File: src/shared/phm_pkg.sv
// Package of register map, field layout and carrier types for the PLL holdover control bank.
package phm_pkg;

    // ------------------------------------------------------------------
    // Register map
    // ------------------------------------------------------------------
    localparam logic [9:0] PHM_ADDR_MISC = 10'h01D;
    localparam logic [9:0] PHM_ADDR_ZD = 10'h01E;
    localparam logic [9:0] PHM_ADDR_STAT = 10'h01F;

    // ------------------------------------------------------------------
    // Field positions of the misc control register
    // ------------------------------------------------------------------
    localparam int PHM_B_STATUS_EEPROM = 7;
    localparam int PHM_B_CRYSTAL = 6;
    localparam int PHM_B_DOUBLER = 5;
    localparam int PHM_B_STAT_FREEZE = 4;
    localparam int PHM_B_LOCK_CMP = 3;
    localparam int PHM_B_EXT_HOLD = 1;
    localparam int PHM_B_HOLD_EN = 0;

    // ------------------------------------------------------------------
    // Field positions of the zero delay register
    // ------------------------------------------------------------------
    localparam int PHM_B_FB_HI = 4;
    localparam int PHM_B_FB_LO = 3;
    localparam int PHM_B_ZD_EXT = 2;
    localparam int PHM_B_ZD_EN = 1;

    // ------------------------------------------------------------------
    // Reset values, writable masks and the status readback mask
    // ------------------------------------------------------------------
    localparam logic [7:0] PHM_MISC_RESET = 8'h80;
    localparam logic [7:0] PHM_MISC_MASK = 8'hFB;
    localparam logic [7:0] PHM_ZD_RESET = 8'h00;
    localparam logic [7:0] PHM_ZD_MASK = 8'h1E;
    localparam logic [7:0] PHM_STAT_MASK = 8'h7F;

    // ------------------------------------------------------------------
    // Pin synchroniser lanes and their idle levels
    // ------------------------------------------------------------------
    localparam int PHM_PIN_COUNT = 2;
    localparam int PHM_PIN_LOCK = 0;
    localparam int PHM_PIN_SYNC = 1;
    localparam logic [1:0] PHM_PIN_RESET = 2'h2;

    // Serial port request toward this bank.
    typedef struct packed {
        logic wr;
        logic rd;
        logic [9:0] addr;
        logic [7:0] wdata;
    } phm_req_type;

    // Controls handed to the analog and holdover logic.
    typedef struct packed {
        logic crystal_amp_en;
        logic doubler_en;
        logic lock_cmp_en;
        logic hold_en;
        logic ext_hold;
        logic ext_zero_delay;
        logic [1:0] fb_div_sel;
    } phm_ctrl_type;

endpackage

File: src/hdl/phm_status_hold.sv
// Status readback holding register that can be frozen by software.
`timescale 1ns/100ps
module phm_status_hold (
    // Clock and reset
    input wire logic sys_clk,
    input wire logic reset_n,
    // Live status and freeze control
    input wire logic [7:0] live_status,
    input wire logic freeze,
    // Held readback
    output logic [7:0] held_status
);

    // RL4 freeze stops update
    always_ff @(posedge sys_clk) begin
        if (!reset_n) begin
            held_status <= 8'h00;
        end else if (!freeze) begin
            held_status <= live_status & phm_pkg::PHM_STAT_MASK;
        end
    end

endmodule

File: src/hdl/phm_pll_holdover_misc_control.sv
// PLL holdover, crystal, doubler, status pin and zero delay control register bank.
//
// Operation
// RL1: Status-EEPROM bit overrides status selection field.
// RL2: Crystal amplifier enabled only when bit set.
// RL3: Reference doubler enabled only when bit set.
// RL4: Readback disable bit freezes PLL status register.
// RL5: Comparator off: lock-detect input treated high.
// RL6: Comparator on: lock-detect pin decides prior lock.
// RL7: External holdover bit hands control to sync.
// RL8: Internal holdover only when enable bit set.
// RL9: Feedback field selects channel divider zero..three.
// RL10: External zero delay needs enable and select.
`timescale 1ns/100ps
module phm_pll_holdover_misc_control (
    // Clock and reset
    input wire logic sys_clk,
    input wire logic reset_n,
    // Serial control port register access
    input wire phm_pkg::phm_req_type req,
    output logic [7:0] rdata,
    output logic rvalid,
    // Status pin sources
    input wire logic status_eeprom,
    input wire logic status_selected,
    output logic status_pin,
    // Lock detect pin comparator and sync pin
    input wire logic lock_detect_pin_cmp,
    input wire logic sync_n_pin,
    // Live PLL status for readback
    input wire logic [7:0] pll_live_status,
    // Controls to the analog and holdover logic
    output phm_pkg::phm_ctrl_type ctrl,
    output logic lock_was_seen,
    output logic ext_hold_request
);

    // ------------------------------------------------------------------
    // Registers
    // ------------------------------------------------------------------
    logic [7:0] misc_q;
    logic [7:0] zd_q;
    logic [7:0] stat_held;
    logic [7:0] read_mux;
    // Synchroniser lanes: bit 0 carries the lock detect comparator, bit 1 the sync pin.
    logic [phm_pkg::PHM_PIN_COUNT-1:0] pin_raw;
    logic [phm_pkg::PHM_PIN_COUNT-1:0] pin_meta_q;
    logic [phm_pkg::PHM_PIN_COUNT-1:0] pin_sync_q;
    logic lock_sync;
    logic sync_sync;
    // Individual control flops, gathered into the carrier at the bottom.
    logic crystal_amp_q;
    logic doubler_q;
    logic lock_cmp_q;
    logic hold_en_q;
    logic ext_hold_q;
    logic ext_zero_delay_q;
    logic [1:0] fb_div_sel_q;
    // Write decodes.
    logic misc_wr;
    logic zd_wr;

    // ------------------------------------------------------------------
    // Write decode
    // ------------------------------------------------------------------
    assign misc_wr = req.wr && (req.addr == phm_pkg::PHM_ADDR_MISC);
    assign zd_wr = req.wr && (req.addr == phm_pkg::PHM_ADDR_ZD);

    // Unused bits are masked on write so they always read back as zero.
    always_ff @(posedge sys_clk) begin
        if (!reset_n) begin
            misc_q <= phm_pkg::PHM_MISC_RESET;
        end else if (misc_wr) begin
            misc_q <= req.wdata & phm_pkg::PHM_MISC_MASK;
        end
    end

    // Writes to the readback address or unmapped space change nothing.
    always_ff @(posedge sys_clk) begin
        if (!reset_n) begin
            zd_q <= phm_pkg::PHM_ZD_RESET;
        end else if (zd_wr) begin
            zd_q <= req.wdata & phm_pkg::PHM_ZD_MASK;
        end
    end

    // ------------------------------------------------------------------
    // Readback
    // ------------------------------------------------------------------
    // Unmapped addresses read as zero so software sees a defined value.
    always_comb begin
        case (req.addr)
            phm_pkg::PHM_ADDR_MISC: read_mux = misc_q;
            phm_pkg::PHM_ADDR_ZD: read_mux = zd_q;
            phm_pkg::PHM_ADDR_STAT: read_mux = stat_held;
            default: read_mux = 8'h00;
        endcase
    end

    // The strobe echo tells the port exactly which cycle carries the answer.
    always_ff @(posedge sys_clk) begin
        if (!reset_n) begin
            rvalid <= 1'b0;
        end else begin
            rvalid <= req.rd;
        end
    end

    // Read data is held between reads so a slow port may pick it up late.
    always_ff @(posedge sys_clk) begin
        if (!reset_n) begin
            rdata <= 8'h00;
        end else if (req.rd) begin
            rdata <= read_mux;
        end
    end

    phm_status_hold u_status_hold (
        .sys_clk(sys_clk),
        .reset_n(reset_n),
        .live_status(pll_live_status),
        .freeze(misc_q[phm_pkg::PHM_B_STAT_FREEZE]),
        .held_status(stat_held)
    );

    // ------------------------------------------------------------------
    // Pin synchronisers
    // ------------------------------------------------------------------
    // Both pins are asynchronous; only the second stage may be read by logic.
    assign pin_raw = {sync_n_pin, lock_detect_pin_cmp};

    genvar g;
    generate
        for (g = 0; g < phm_pkg::PHM_PIN_COUNT; g++) begin : g_pin_sync
            // Reset to the idle level so no false request follows reset.
            always_ff @(posedge sys_clk) begin
                if (!reset_n) begin
                    pin_meta_q[g] <= phm_pkg::PHM_PIN_RESET[g];
                    pin_sync_q[g] <= phm_pkg::PHM_PIN_RESET[g];
                end else begin
                    pin_meta_q[g] <= pin_raw[g];
                    pin_sync_q[g] <= pin_meta_q[g];
                end
            end
        end
    endgenerate

    assign lock_sync = pin_sync_q[phm_pkg::PHM_PIN_LOCK];
    assign sync_sync = pin_sync_q[phm_pkg::PHM_PIN_SYNC];

    // ------------------------------------------------------------------
    // Status pin
    // ------------------------------------------------------------------
    // The status sources are internal signals on this clock, so no synchroniser.
    always_ff @(posedge sys_clk) begin
        if (!reset_n) begin
            status_pin <= 1'b0;
        // RL1 eeprom status override
        end else if (misc_q[phm_pkg::PHM_B_STATUS_EEPROM]) begin
            status_pin <= status_eeprom;
        end else begin
            status_pin <= status_selected;
        end
    end

    // ------------------------------------------------------------------
    // Reference input enables
    // ------------------------------------------------------------------
    // RL2 crystal amplifier enable
    always_ff @(posedge sys_clk) begin
        if (!reset_n) begin
            crystal_amp_q <= 1'b0;
        end else begin
            crystal_amp_q <= misc_q[phm_pkg::PHM_B_CRYSTAL];
        end
    end

    // RL3 doubler enable
    always_ff @(posedge sys_clk) begin
        if (!reset_n) begin
            doubler_q <= 1'b0;
        end else begin
            doubler_q <= misc_q[phm_pkg::PHM_B_DOUBLER];
        end
    end

    // ------------------------------------------------------------------
    // Holdover controls
    // ------------------------------------------------------------------
    // RL6 comparator enable exported
    always_ff @(posedge sys_clk) begin
        if (!reset_n) begin
            lock_cmp_q <= 1'b0;
        end else begin
            lock_cmp_q <= misc_q[phm_pkg::PHM_B_LOCK_CMP];
        end
    end

    // External holdover wins: a set enable bit is ignored while the sync pin rules.
    // RL8 internal holdover gating
    always_ff @(posedge sys_clk) begin
        if (!reset_n) begin
            hold_en_q <= 1'b0;
        end else begin
            hold_en_q <= misc_q[phm_pkg::PHM_B_HOLD_EN] & ~misc_q[phm_pkg::PHM_B_EXT_HOLD];
        end
    end

    // RL7 external holdover select
    always_ff @(posedge sys_clk) begin
        if (!reset_n) begin
            ext_hold_q <= 1'b0;
        end else begin
            ext_hold_q <= misc_q[phm_pkg::PHM_B_EXT_HOLD];
        end
    end

    // ------------------------------------------------------------------
    // Zero delay controls
    // ------------------------------------------------------------------
    // RL10 external zero delay
    always_ff @(posedge sys_clk) begin
        if (!reset_n) begin
            ext_zero_delay_q <= 1'b0;
        end else begin
            ext_zero_delay_q <= zd_q[phm_pkg::PHM_B_ZD_EN] & zd_q[phm_pkg::PHM_B_ZD_EXT];
        end
    end

    // The divider choice is passed on even in internal mode; only its use is gated.
    // RL9 feedback divider select
    always_ff @(posedge sys_clk) begin
        if (!reset_n) begin
            fb_div_sel_q <= 2'h0;
        end else begin
            fb_div_sel_q <= zd_q[phm_pkg::PHM_B_FB_HI:phm_pkg::PHM_B_FB_LO];
        end
    end

    // ------------------------------------------------------------------
    // Control carrier
    // ------------------------------------------------------------------
    assign ctrl = '{
        crystal_amp_en: crystal_amp_q,
        doubler_en: doubler_q,
        lock_cmp_en: lock_cmp_q,
        hold_en: hold_en_q,
        ext_hold: ext_hold_q,
        ext_zero_delay: ext_zero_delay_q,
        fb_div_sel: fb_div_sel_q
    };

    // ------------------------------------------------------------------
    // Lock detect qualifier
    // ------------------------------------------------------------------
    always_ff @(posedge sys_clk) begin
        if (!reset_n) begin
            lock_was_seen <= 1'b1;
        // RL6 comparator result used
        end else if (misc_q[phm_pkg::PHM_B_LOCK_CMP]) begin
            lock_was_seen <= lock_sync;
        // RL5 pin treated high
        end else begin
            lock_was_seen <= 1'b1;
        end
    end

    // ------------------------------------------------------------------
    // External holdover request
    // ------------------------------------------------------------------
    // Sync pin is active low; holdover is requested while it is held low and the external holdover bit is set.
    always_ff @(posedge sys_clk) begin
        if (!reset_n) begin
            ext_hold_request <= 1'b0;
        end else begin
            // RL7 sync pin commands holdover
            ext_hold_request <= misc_q[phm_pkg::PHM_B_EXT_HOLD] & ~sync_sync;
        end
    end

endmodule

File: config.mk
export PLATFORM = sky130hd
export DESIGN_NAME = phm_pll_holdover_misc_control
export DESIGN_NICKNAME = d
export VERILOG_FILES = /design/src/shared/phm_pkg.sv /design/src/hdl/phm_status_hold.sv /design/src/hdl/phm_pll_holdover_misc_control.sv
export SDC_FILE = /design/constraint.sdc
export NUM_CORES = 1
export LEC_CHECK = 0
export BUFFER_PORTS_ARGS = -buffer_cell sky130_fd_sc_hd__buf_2
export CAP_MARGIN = 10
export CORE_MARGIN = 4
export CORE_UTILIZATION = 44
export CTS_CLUSTER_SIZE = 40
export DETAILED_ROUTE_END_ITERATION = 10
export PLACE_DENSITY = 0.74
export SETUP_SLACK_MARGIN = 0.5
export SLEW_MARGIN = 20
export SYNTH_ARGS = -nofsm -noshare
export SYNTH_HDL_FRONTEND = slang
export SYNTH_SLANG_ARGS = --single-unit
File: constraint.sdc
create_clock -name sys_clk -period 1.3 [get_ports sys_clk]
set_clock_uncertainty 0.15 [all_clocks]
set_input_delay 0 -clock sys_clk [delete_from_list [all_inputs] [get_ports sys_clk]]
set_output_delay 0 -clock sys_clk [all_outputs]
set_load 0.03 [all_outputs]
==> results of run 1 <==
layer usage:
metal | vias up | wire length [um] | GRT usage (%)
met5 | - | 0 | 0
met4 | 0 | 65 | 6.81
met3 | 7 | 269 | 4.70
met2 | 46 | 2000 | 32.4
met1 | 624 | 1730 | 22.4
li1 | 668 | - | -
sequential cells by signal (all words and copies together) (netlist names), 2 cells and up:
register / cells
fb_div_sel_q: 2
misc_q: 7
pin_meta_q: 2
rdata: 8
u_status_hold.held_status: 7
zd_q: 4
layout by cell type (no fill, tap or decap), drive strengths merged, types with 2 or more instances in the layout:
| cell type | instances |
|---|---|
| dlygate4sd3 | 16 |
| nand4 | 2 |
| nand3b | 4 |
| buf | 64 |
| nand2 | 21 |
| clkbuf | 6 |
| and2 | 3 |
| inv | 6 |
| a22oi | 3 |
| nor3 | 2 |
| o21a | 2 |
| nor2 | 2 |
| mux2 | 3 |
| nand2b | 3 |
| mux2i | 23 |
| o21ai | 6 |
| bufinv | 2 |
| nor2b | 14 |
| dfxtp | 42 |
cell usage after synthesis, drive strengths merged (3+ instances only):
cell type | instances | area (um2)
clkbuf | 6 | 22.5
nand2b | 3 | 18.8
mux2i | 23 | 230
inv | 6 | 22.5
nand2 | 21 | 78.8
buf | 7 | 50.0
nand3b | 4 | 30.0
a22oi | 3 | 22.5
and2 | 3 | 18.8
mux2 | 3 | 33.8
dfxtp | 42 | 841
nor2b | 14 | 87.6
o21ai | 6 | 30.0
report_power, final:
part	total (uW)	switching [uW]	leakage (uW)	internal (uW)
clock network	1260	442	0.0000714	819
logic	234	98.3	0.000735	135
registers	1310	10.3	0.000353	1300
total	2810	551	0.00116	2260
how the worst max path moves through the flow:
stage	endpoint	slack (ps)	cells after the start	startpoint
2_1_floorplan	zd_q[1]$_SDFFE_PN0P_	50	3	req[17]
3_3_place_gp	zd_q[1]$_SDFFE_PN0P_	-120	4	req[13]
3_5_place_dp	zd_q[3]$_SDFFE_PN0P_	-210	4	req[13]
4_1_cts	zd_q[3]$_SDFFE_PN0P_	170	5	req[14]
5_1_grt	zd_q[3]$_SDFFE_PN0P_	90	5	req[16]
6_report	zd_q[3]$_SDFFE_PN0P_	160	5	req[16]
final cells by class:
class	instances	area, um2	area share [%]
clock buffers	6	82.6	3.24
clock inverters	2	60.1	2.36
inverters	6	22.5	0.885
multi-input cells	96	754	29.6
flip-flops and latches	42	877	34.4
well taps	46	57.6	2.26
repair buffers	80	692	27.2
per-stage QoR:
step | cells | worst slack [ps]
after floorplan | 157 | 45.4
after global placement | 250 | -122
after detailed placement | 250 | -205
after CTS | 277 | 166
after global routing | 278 | 92.5
final | 278 | 157
cell families (layout without fill, tap and decap cells):
group | count (synthesis) | after routing | share of synthesized area, %
AOI/OAI and AO/OA | 11 | 11 | 4.15
buffers and inverters | 19 | 94 | 5.84
DFF | 42 | 42 | 51.7
muxes | 26 | 26 | 16.2
and+or+nand+nor | 59 | 59 | 22.1
critical path, cell delays in order:
cell	delay, ps
buf_6	90
or4bb_4	570
nor3_4	210
buf_6	150
mux2i_1	190
timing repair:
item | CTS | global route
hold endpoints to repair | 31 | 12
gates cloned | 0 | 0
buffers inserted | 4 | 0
endpoints found under the setup margin | 48 | 51
pin swaps | 5 | 4
gates resized for setup | 74 | 11
hold buffers | 15 | 1
==> run_results.csv, run 1 <==
group,metric,value,unit
critical_path,critPathLaunchType,"primary input",
critical_path,r2r-start,"u_status_hold.held_status[4]$_SDFFE_PN0N_",
drt,drt_iter0_drc,46,
drt,drt_pre_antenna_iters,4,
synth,ys_seq_area_share,51.7,%
critical_path,rrSetupSlack,230,ps
power,p_leak,0.00116,uW
critical_path,critPathArrivalTime,1210,ps
finish,fillCellCount,246,
grt,grt_max_degree,19,
grt,grt_pass1_wl,6420,um
clock_network,insertion_delay,290,ps
hold_path,hold_end,"misc_q[7]$_SDFFE_PN1P_",
sta,post-route-period-util,87.9,%
critical_path,crit_fanout,4,
clock_network,cts_tree,"built",
finish,fin_nets,265,
placement,portBuffers,52,
sta,report.final.slew_viol_count,0,
sta,slew_headroom,78.9,%
clock_network,htree_levels,2,
clock_network,numCtsBuffers,5,
synth,syn_area,1630,um2
finish,fin_util,74.0,%
drt,drtAntennaViolNets,0,
clock_network,path_clk_slew,80,ps
floorplanning,die_h,68.8,um
sta,rsz0062_at_grt,"true",
synth,yosys_register_bits,42,
sta,tightest_slew,315,ps
drt,drc,0,
critical_path,timing.rr.end,"rdata[4]$_SDFFE_PN0P_",
grt,grt_pass1_vias,1382,
sta,setup_viol,0,
clock_network,root_buffer,"clkbuf_8",
critical_path,cp.required,1370,ps
critical_path,r2r_cells,3,
synth,synth_cell_types,28,
critical_path,crit_path_end_kind,"flip-flop",
clock_network,clk_path_buf_depth,2,
power,finalPower,2810,uW
synth,synth_edf_count,0,
run_status,violations,"hold timing",
drt,detail_route.wirelength,4070,um
placement,place_area,1960,um2
floorplanning,core,3440,um2
drt,wl_per_cell,14.6,um
placement,dp_hpwl,2690,um
synth,synth_fp_nets,191,
placement,gp_congestion,0.770,
hold_path,hold_class,"in -> reg",
power,vdd_drop_max,0.00105,V
synth,avgSynthCellArea,10.4,um2
sta,finalCriticalPeriod,1140,ps
synth,ys.flop_type,"dfxtp_1",
drt,num_vias,1345,
grt,antenna_found_initial,0,
grt,overflow,0,
run_status,status,"complete, but fails checks",
floorplanning,die_width,68.8,um
synth,yosys_warnings,0,
synth,postSynthCellCount,157,
critical_path,critical_path_class,"in -> reg",
finish,drive_gt1_share,50.4,%
sta,setup-tns-final,0,ps
floorplanning,io_pins,54,
hold_path,hold_path.startpoint,"req[7]",
sta,hold_viol_final,19,
finish,final_cell_area,2550,um2
floorplanning,start_util,47.3,%
finish,diodes,0,
sta,holdWs,-172,ps
power,power.density,1100,nW/um2
finish,syn_to_final_growth,56.4,%
synth,async_flop_share,0,%
sta,max_freq,875,MHz
grt,grt_usage,18.7,%
floorplanning,fp.dieArea,4740,um2
drt,via_per_inst,4.84,
floorplanning,rows,21,
hold_path,holdPathStages,3,
job,max_cap_violations,0,
clock_network,cts_sinks,42,
No activity file was read; power rests on OpenSTA's default activity.
==> run 2: changes to the inputs <==
--- a/config.mk
+++ b/config.mk
@@ -12,6 +12,7 @@
 export CTS_CLUSTER_SIZE = 40
 export DETAILED_ROUTE_END_ITERATION = 10
 export PLACE_DENSITY = 0.74
+export REMOVE_ABC_BUFFERS = 1
 export SETUP_SLACK_MARGIN = 0.5
 export SLEW_MARGIN = 20
 export SYNTH_ARGS = -nofsm -noshare
==> run_results.csv, run 2 (synthesis gave the netlist of run 1 again) <==
group,metric,value,unit
sta,setup_viol,0,
clock_network,numCtsBuffers,5,
grt,grt_pass1_wl,6530,um
drt,wl_per_cell,15.0,um
critical_path,rrSetupSlack,240,ps
finish,regMostFlops,"rdata",
critical_path,crit_fanout,4,
grt,grt_max_degree,17,
floorplanning,rows,21,
drt,met1_length,1730,um
critical_path,cp.required,1380,ps
floorplanning,core,3440,um2
critical_path,r2r-start,"zd_q[1]$_SDFFE_PN0P_",
critical_path,r2r_cells,3,
grt,grt_usage,19.4,%
sta,max_freq,876,MHz
hold_path,hold_path.startpoint,"reset_n",
power,vdd_drop_max,0.000781,V
critical_path,critPathCapture,"zd_q[2]$_SDFFE_PN0P_",
sta,rsz0062_at_grt,"true",
sta,holdWs,-113,ps
critical_path,critical_path_class,"in -> reg",
grt,antenna_found_initial,0,
clock_network,cts_hold_buf,19,
finish,drive_gt1_share,49.6,%
power,p_leak,0.00117,uW
critical_path,critPathLaunchType,"primary input",
drt,wl_met3,228,um
job,max_cap_violations,0,
drt,via_per_inst,4.84,
drt,num_vias,1366,
clock_network,root_buffer,"clkbuf_8",
sta,post-route-period-util,87.8,%
clock_network,insertion_delay,300,ps
clock_network,path_clk_slew,80,ps
clock_network,cts_tree,"built",
finish,fin_util,74.6,%
drt,drtAntennaViolNets,0,
drt,detail_route.wirelength,4230,um
drt,drt_pre_antenna_iters,4,
drt,drc,0,
sta,tightest_slew,323,ps
floorplanning,io_pins,54,
critical_path,timing.rr.end,"rdata[1]$_SDFFE_PN0P_",
hold_path,hold_class,"in -> reg",
clock_network,clk_path_buf_depth,2,
grt,overflow,0,
clock_network,htree_levels,2,
clock_network,cts_sinks,42,
power,power.density,1100,nW/um2
run_status,violations,"hold timing",
grt,grt_pass1_vias,1403,
sta,slew_headroom,78.4,%
drt,wl_met2,2180,um
critical_path,cp-startpoint,"req[14]",
placement,gp_congestion,0.726,
sta,hold_viol_final,15,
finish,largest_reg_flops,8,
floorplanning,die_h,68.8,um
sta,finalCriticalPeriod,1140,ps
finish,reg_top3,"rdata x8, misc_q x7, u_status_hold.held_status x7",
floorplanning,die_width,68.8,um
floorplanning,fp.dieArea,4740,um2
critical_path,crit_path_end_kind,"flip-flop",
drt,drt_iter0_drc,106,
placement,portBuffers,52,
critical_path,critPathArrivalTime,1220,ps
floorplanning,start_util,47.3,%
placement,dp_hpwl,2520,um
run_status,status,"complete, but fails checks",
finish,final_cell_mix,"buf_2, buf_6, dfxtp_2",
placement,dp_cells,253,
drt,highest_layer,"met4",
finish,stdcell_count,282,
finish,fin_nets,269,
sta,report.final.slew_viol_count,0,
finish,diodes,0,
finish,syn_to_final_growth,57.6,%
run 2: layer usage:
layer,vias to the layer above,GRT usage (%)
met5,-,0
met4,0,9.25
met3,8,5.67
met2,51,33.6
met1,628,21.6
li1,679,-
run 2: worst max-delay path, stage by stage:
cell and delay [ps]:
buf_6 90, or4b_4 570, nor3_4 330, mux2i_1 220
run 2: how the worst min path moves through the flow:
stage,end,depth (start not counted),slack [ps]
finish,rdata[2]$_SDFFE_PN0P_,2,-110
global route,rdata[7]$_SDFFE_PN0P_,2,-120
CTS,rdata[2]$_SDFFE_PN0P_,2,-130
detailed placement,pin_meta_q[1]$_SDFF_PN1_,2,40
global placement,pin_meta_q[1]$_SDFF_PN1_,2,30
floorplan,sync_sync$_SDFF_PN1_,1,-80
run 2: power by group:
part	total, uW	internal, uW	switching, uW
logic	253	146	107
registers	1310	1300	8.96
clock network	1260	819	442
total	2830	2270	558
run 2: cell type report:
type | instances | area (um2)
Inverter | 6 | 22.5
Clock inverter | 2 | 60.1
Multi-Input combinational cell | 96 | 746
Timing Repair Buffer | 84 | 721
Tap cell | 46 | 57.6
Clock buffer | 6 | 82.6
Fill cell | 232 | 876
Sequential cell | 42 | 877
run 2: what timing repair did:
item | 4_1_cts | 5_1_grt
gates resized for setup | 84 | 11
pin swaps | 8 | 1
endpoints found under the setup margin | 48 | 48
hold endpoints to repair | 31 | 13
buffers inserted | 1 | 1
run 2: metrics by stage:
stage / setup TNS, ps / setup slack, ps / hold WS (ps) / instance area [um2] / power, uW
CTS: 0 / 172 / -133 / 2510 / 2830
floorplan: 0 / 28.5 / -77.0 / 1560 / 1410
global route: 0 / 134 / -120 / 2570 / 2910
detailed placement: -873 / -202 / 36.6 / 1960 / 1510
global placement: -624 / -133 / 31.4 / 1960 / 1510
finish: 0 / 158 / -113 / 2570 / 2830
==> run 3: changes to the inputs <==
--- a/config.mk
+++ b/config.mk
@@ -11,6 +11,7 @@
 export CORE_UTILIZATION = 44
 export CTS_CLUSTER_SIZE = 40
 export DETAILED_ROUTE_END_ITERATION = 10
+export MAX_ROUTING_LAYER = met4
 export PLACE_DENSITY = 0.74
 export REMOVE_ABC_BUFFERS = 1
 export SETUP_SLACK_MARGIN = 0.5
==> run_results.csv, run 3 (synthesis gave the netlist of run 1 again) <==
group,metric,value,unit
run_status,status,"complete, but fails checks",
clock_network,numCtsBuffers,5,
finish,drive_gt1_share,49.6,%
sta,max_freq,875,MHz
sta,slew_headroom,78.2,%
drt,drc,0,
power,p_leak,0.00117,uW
critical_path,critPathArrivalTime,1220,ps
sta,hold_viol_final,15,
sta,finalCriticalPeriod,1140,ps
finish,syn_to_final_growth,57.6,%
critical_path,crit_path_end_kind,"flip-flop",
floorplanning,die_width,68.8,um
finish,largest_reg_flops,8,
power,power.switching,555,uW
sta,rsz0062_at_grt,"true",
floorplanning,io_pins,54,
clock_network,root_buffer,"clkbuf_8",
drt,drtAntennaViolNets,0,
sta,holdWs,-112,ps
critical_path,critical_path_class,"in -> reg",
floorplanning,die_h,68.8,um
grt,grt_pass1_wl,6530,um
clock_network,cts_tree,"built",
drt,drt_pre_antenna_iters,4,
critical_path,critPathLaunchType,"primary input",
grt,grt_max_degree,17,
floorplanning,rows,21,
finish,final_cell_area,2570,um2
clock_network,cts_hold_buf,19,
finish,final_cell_mix,"buf_2, buf_6, dfxtp_2",
drt,drt_iter0_drc,110,
finish,regMostFlops,"rdata",
drt,num_vias,1378,
finish,reg_top3,"rdata x8, misc_q x7, u_status_hold.held_status x7",
grt,antenna_found_initial,0,
critical_path,crit_fanout,4,
power,pwr-share-clk,44.6,%
sta,setup_viol,0,
grt,grt_usage,19.9,%
floorplanning,fp.dieArea,4740,um2
clock_network,path_clk_slew,80,ps
job,max_cap_violations,0,
finish,fin_util,74.6,%
clock_network,htree_levels,2,
clock_network,insertion_delay,300,ps
drt,wl_per_cell,15.0,um
drt,detail_route.wirelength,4220,um
power,power_frac_comb,8.9,%
placement,dp_hpwl,2520,um
grt,overflow,0,
placement,place_area,1960,um2
clock_network,cts_sinks,42,
floorplanning,start_util,47.3,%
hold_path,hold_class,"in -> reg",
placement,gp_congestion,0.735,
power,power.density,1100,nW/um2
floorplanning,core,3440,um2
drt,via_per_inst,4.89,
sta,tightest_slew,326,ps
power,vdd_drop_max,0.000781,V
power,seqPwrFrac,46.5,%
power,p_sw_share,19.7,%
sta,report.final.slew_viol_count,0,
critical_path,cp.required,1380,ps
power,p_int,2270,uW
clock_network,clk_path_buf_depth,2,
run_status,violations,"hold timing",
placement,portBuffers,52,
finish,diodes,0,
finish,fin_nets,269,
sta,post-route-period-util,87.9,%
grt,grt_pass1_vias,1405,
run 3: cell counts in the layout (fill, tap and decap cells not counted):
Identical to the previous run, type by type.
run 3: metal layers:
metal / share of wire, % / vias up / wire length (um) / track usage [%]
met1: 41 / 641 / 1720 / 22.0
met4: 2.2 / 0 / 91 / 9.25
met2: 52 / 49 / 2180 / 33.5
met5: 0 / - / 0 / -
met3: 5.4 / 8 / 229 / 5.35
li1: - / 680 / - / -
run 3: worst paths after layout:
check | startpoint | end | slack (ps) | depth (start not counted)
max | req[14] | zd_q[2]$_SDFFE_PN0P_ | 160 | 4
min | reset_n | rdata[2]$_SDFFE_PN0P_ | -110 | 2
max reg2reg | zd_q[1]$_SDFFE_PN0P_ | rdata[1]$_SDFFE_PN0P_ | 240 | 3
min reg2reg | sync_sync$_SDFF_PN1_ | ext_hold_request$_SDFF_PN0_ | 240 | 1
run 3: stage by stage:
step	power (uW)	worst slack, ps	setup TNS [ps]	hold WS [ps]	std cells
CTS	2830	172	0	-133	281
detailed placement	1510	-202	-873	36.6	253
global placement	1510	-133	-624	31.4	253
finish	2820	157	0	-112	282
floorplan	1410	28.5	0	-77.0	144
global route	2910	123	0	-120	282
run 3: critical path, cell delays in order:
cell,delay [ps]
buf_6,90
or4b_4,570
nor3_4,330
mux2i_1,220
run 3: cell type report:
class,count,area (um2)
Sequential cell,42,877
Fill cell,232,876
Multi-Input combinational cell,96,746
Timing Repair Buffer,84,721
Clock buffer,6,82.6
Clock inverter,2,60.1
Tap cell,46,57.6
Inverter,6,22.5
run 3: repair_timing:
item | 4_1_cts | 5_1_grt
pin swaps | 8 | 1
gates cloned | 0 | 0
endpoints found under the hold margin | 31 | 13
setup endpoints to repair | 48 | 48
buffers inserted | 1 | 1
resized for setup | 84 | 11
run 3: power groups by stage:
| stage | clock, uW | sequential [uW] | combinational, uW |
|---|---|---|---|
| CTS | 1280 | 1310 | 231 |
| floorplan | 0 | 1350 | 57.6 |
| detailed placement | 0 | 1340 | 171 |
| global placement | 0 | 1340 | 169 |
| global route | 1320 | 1320 | 273 |
| finish | 1260 | 1310 | 252 |
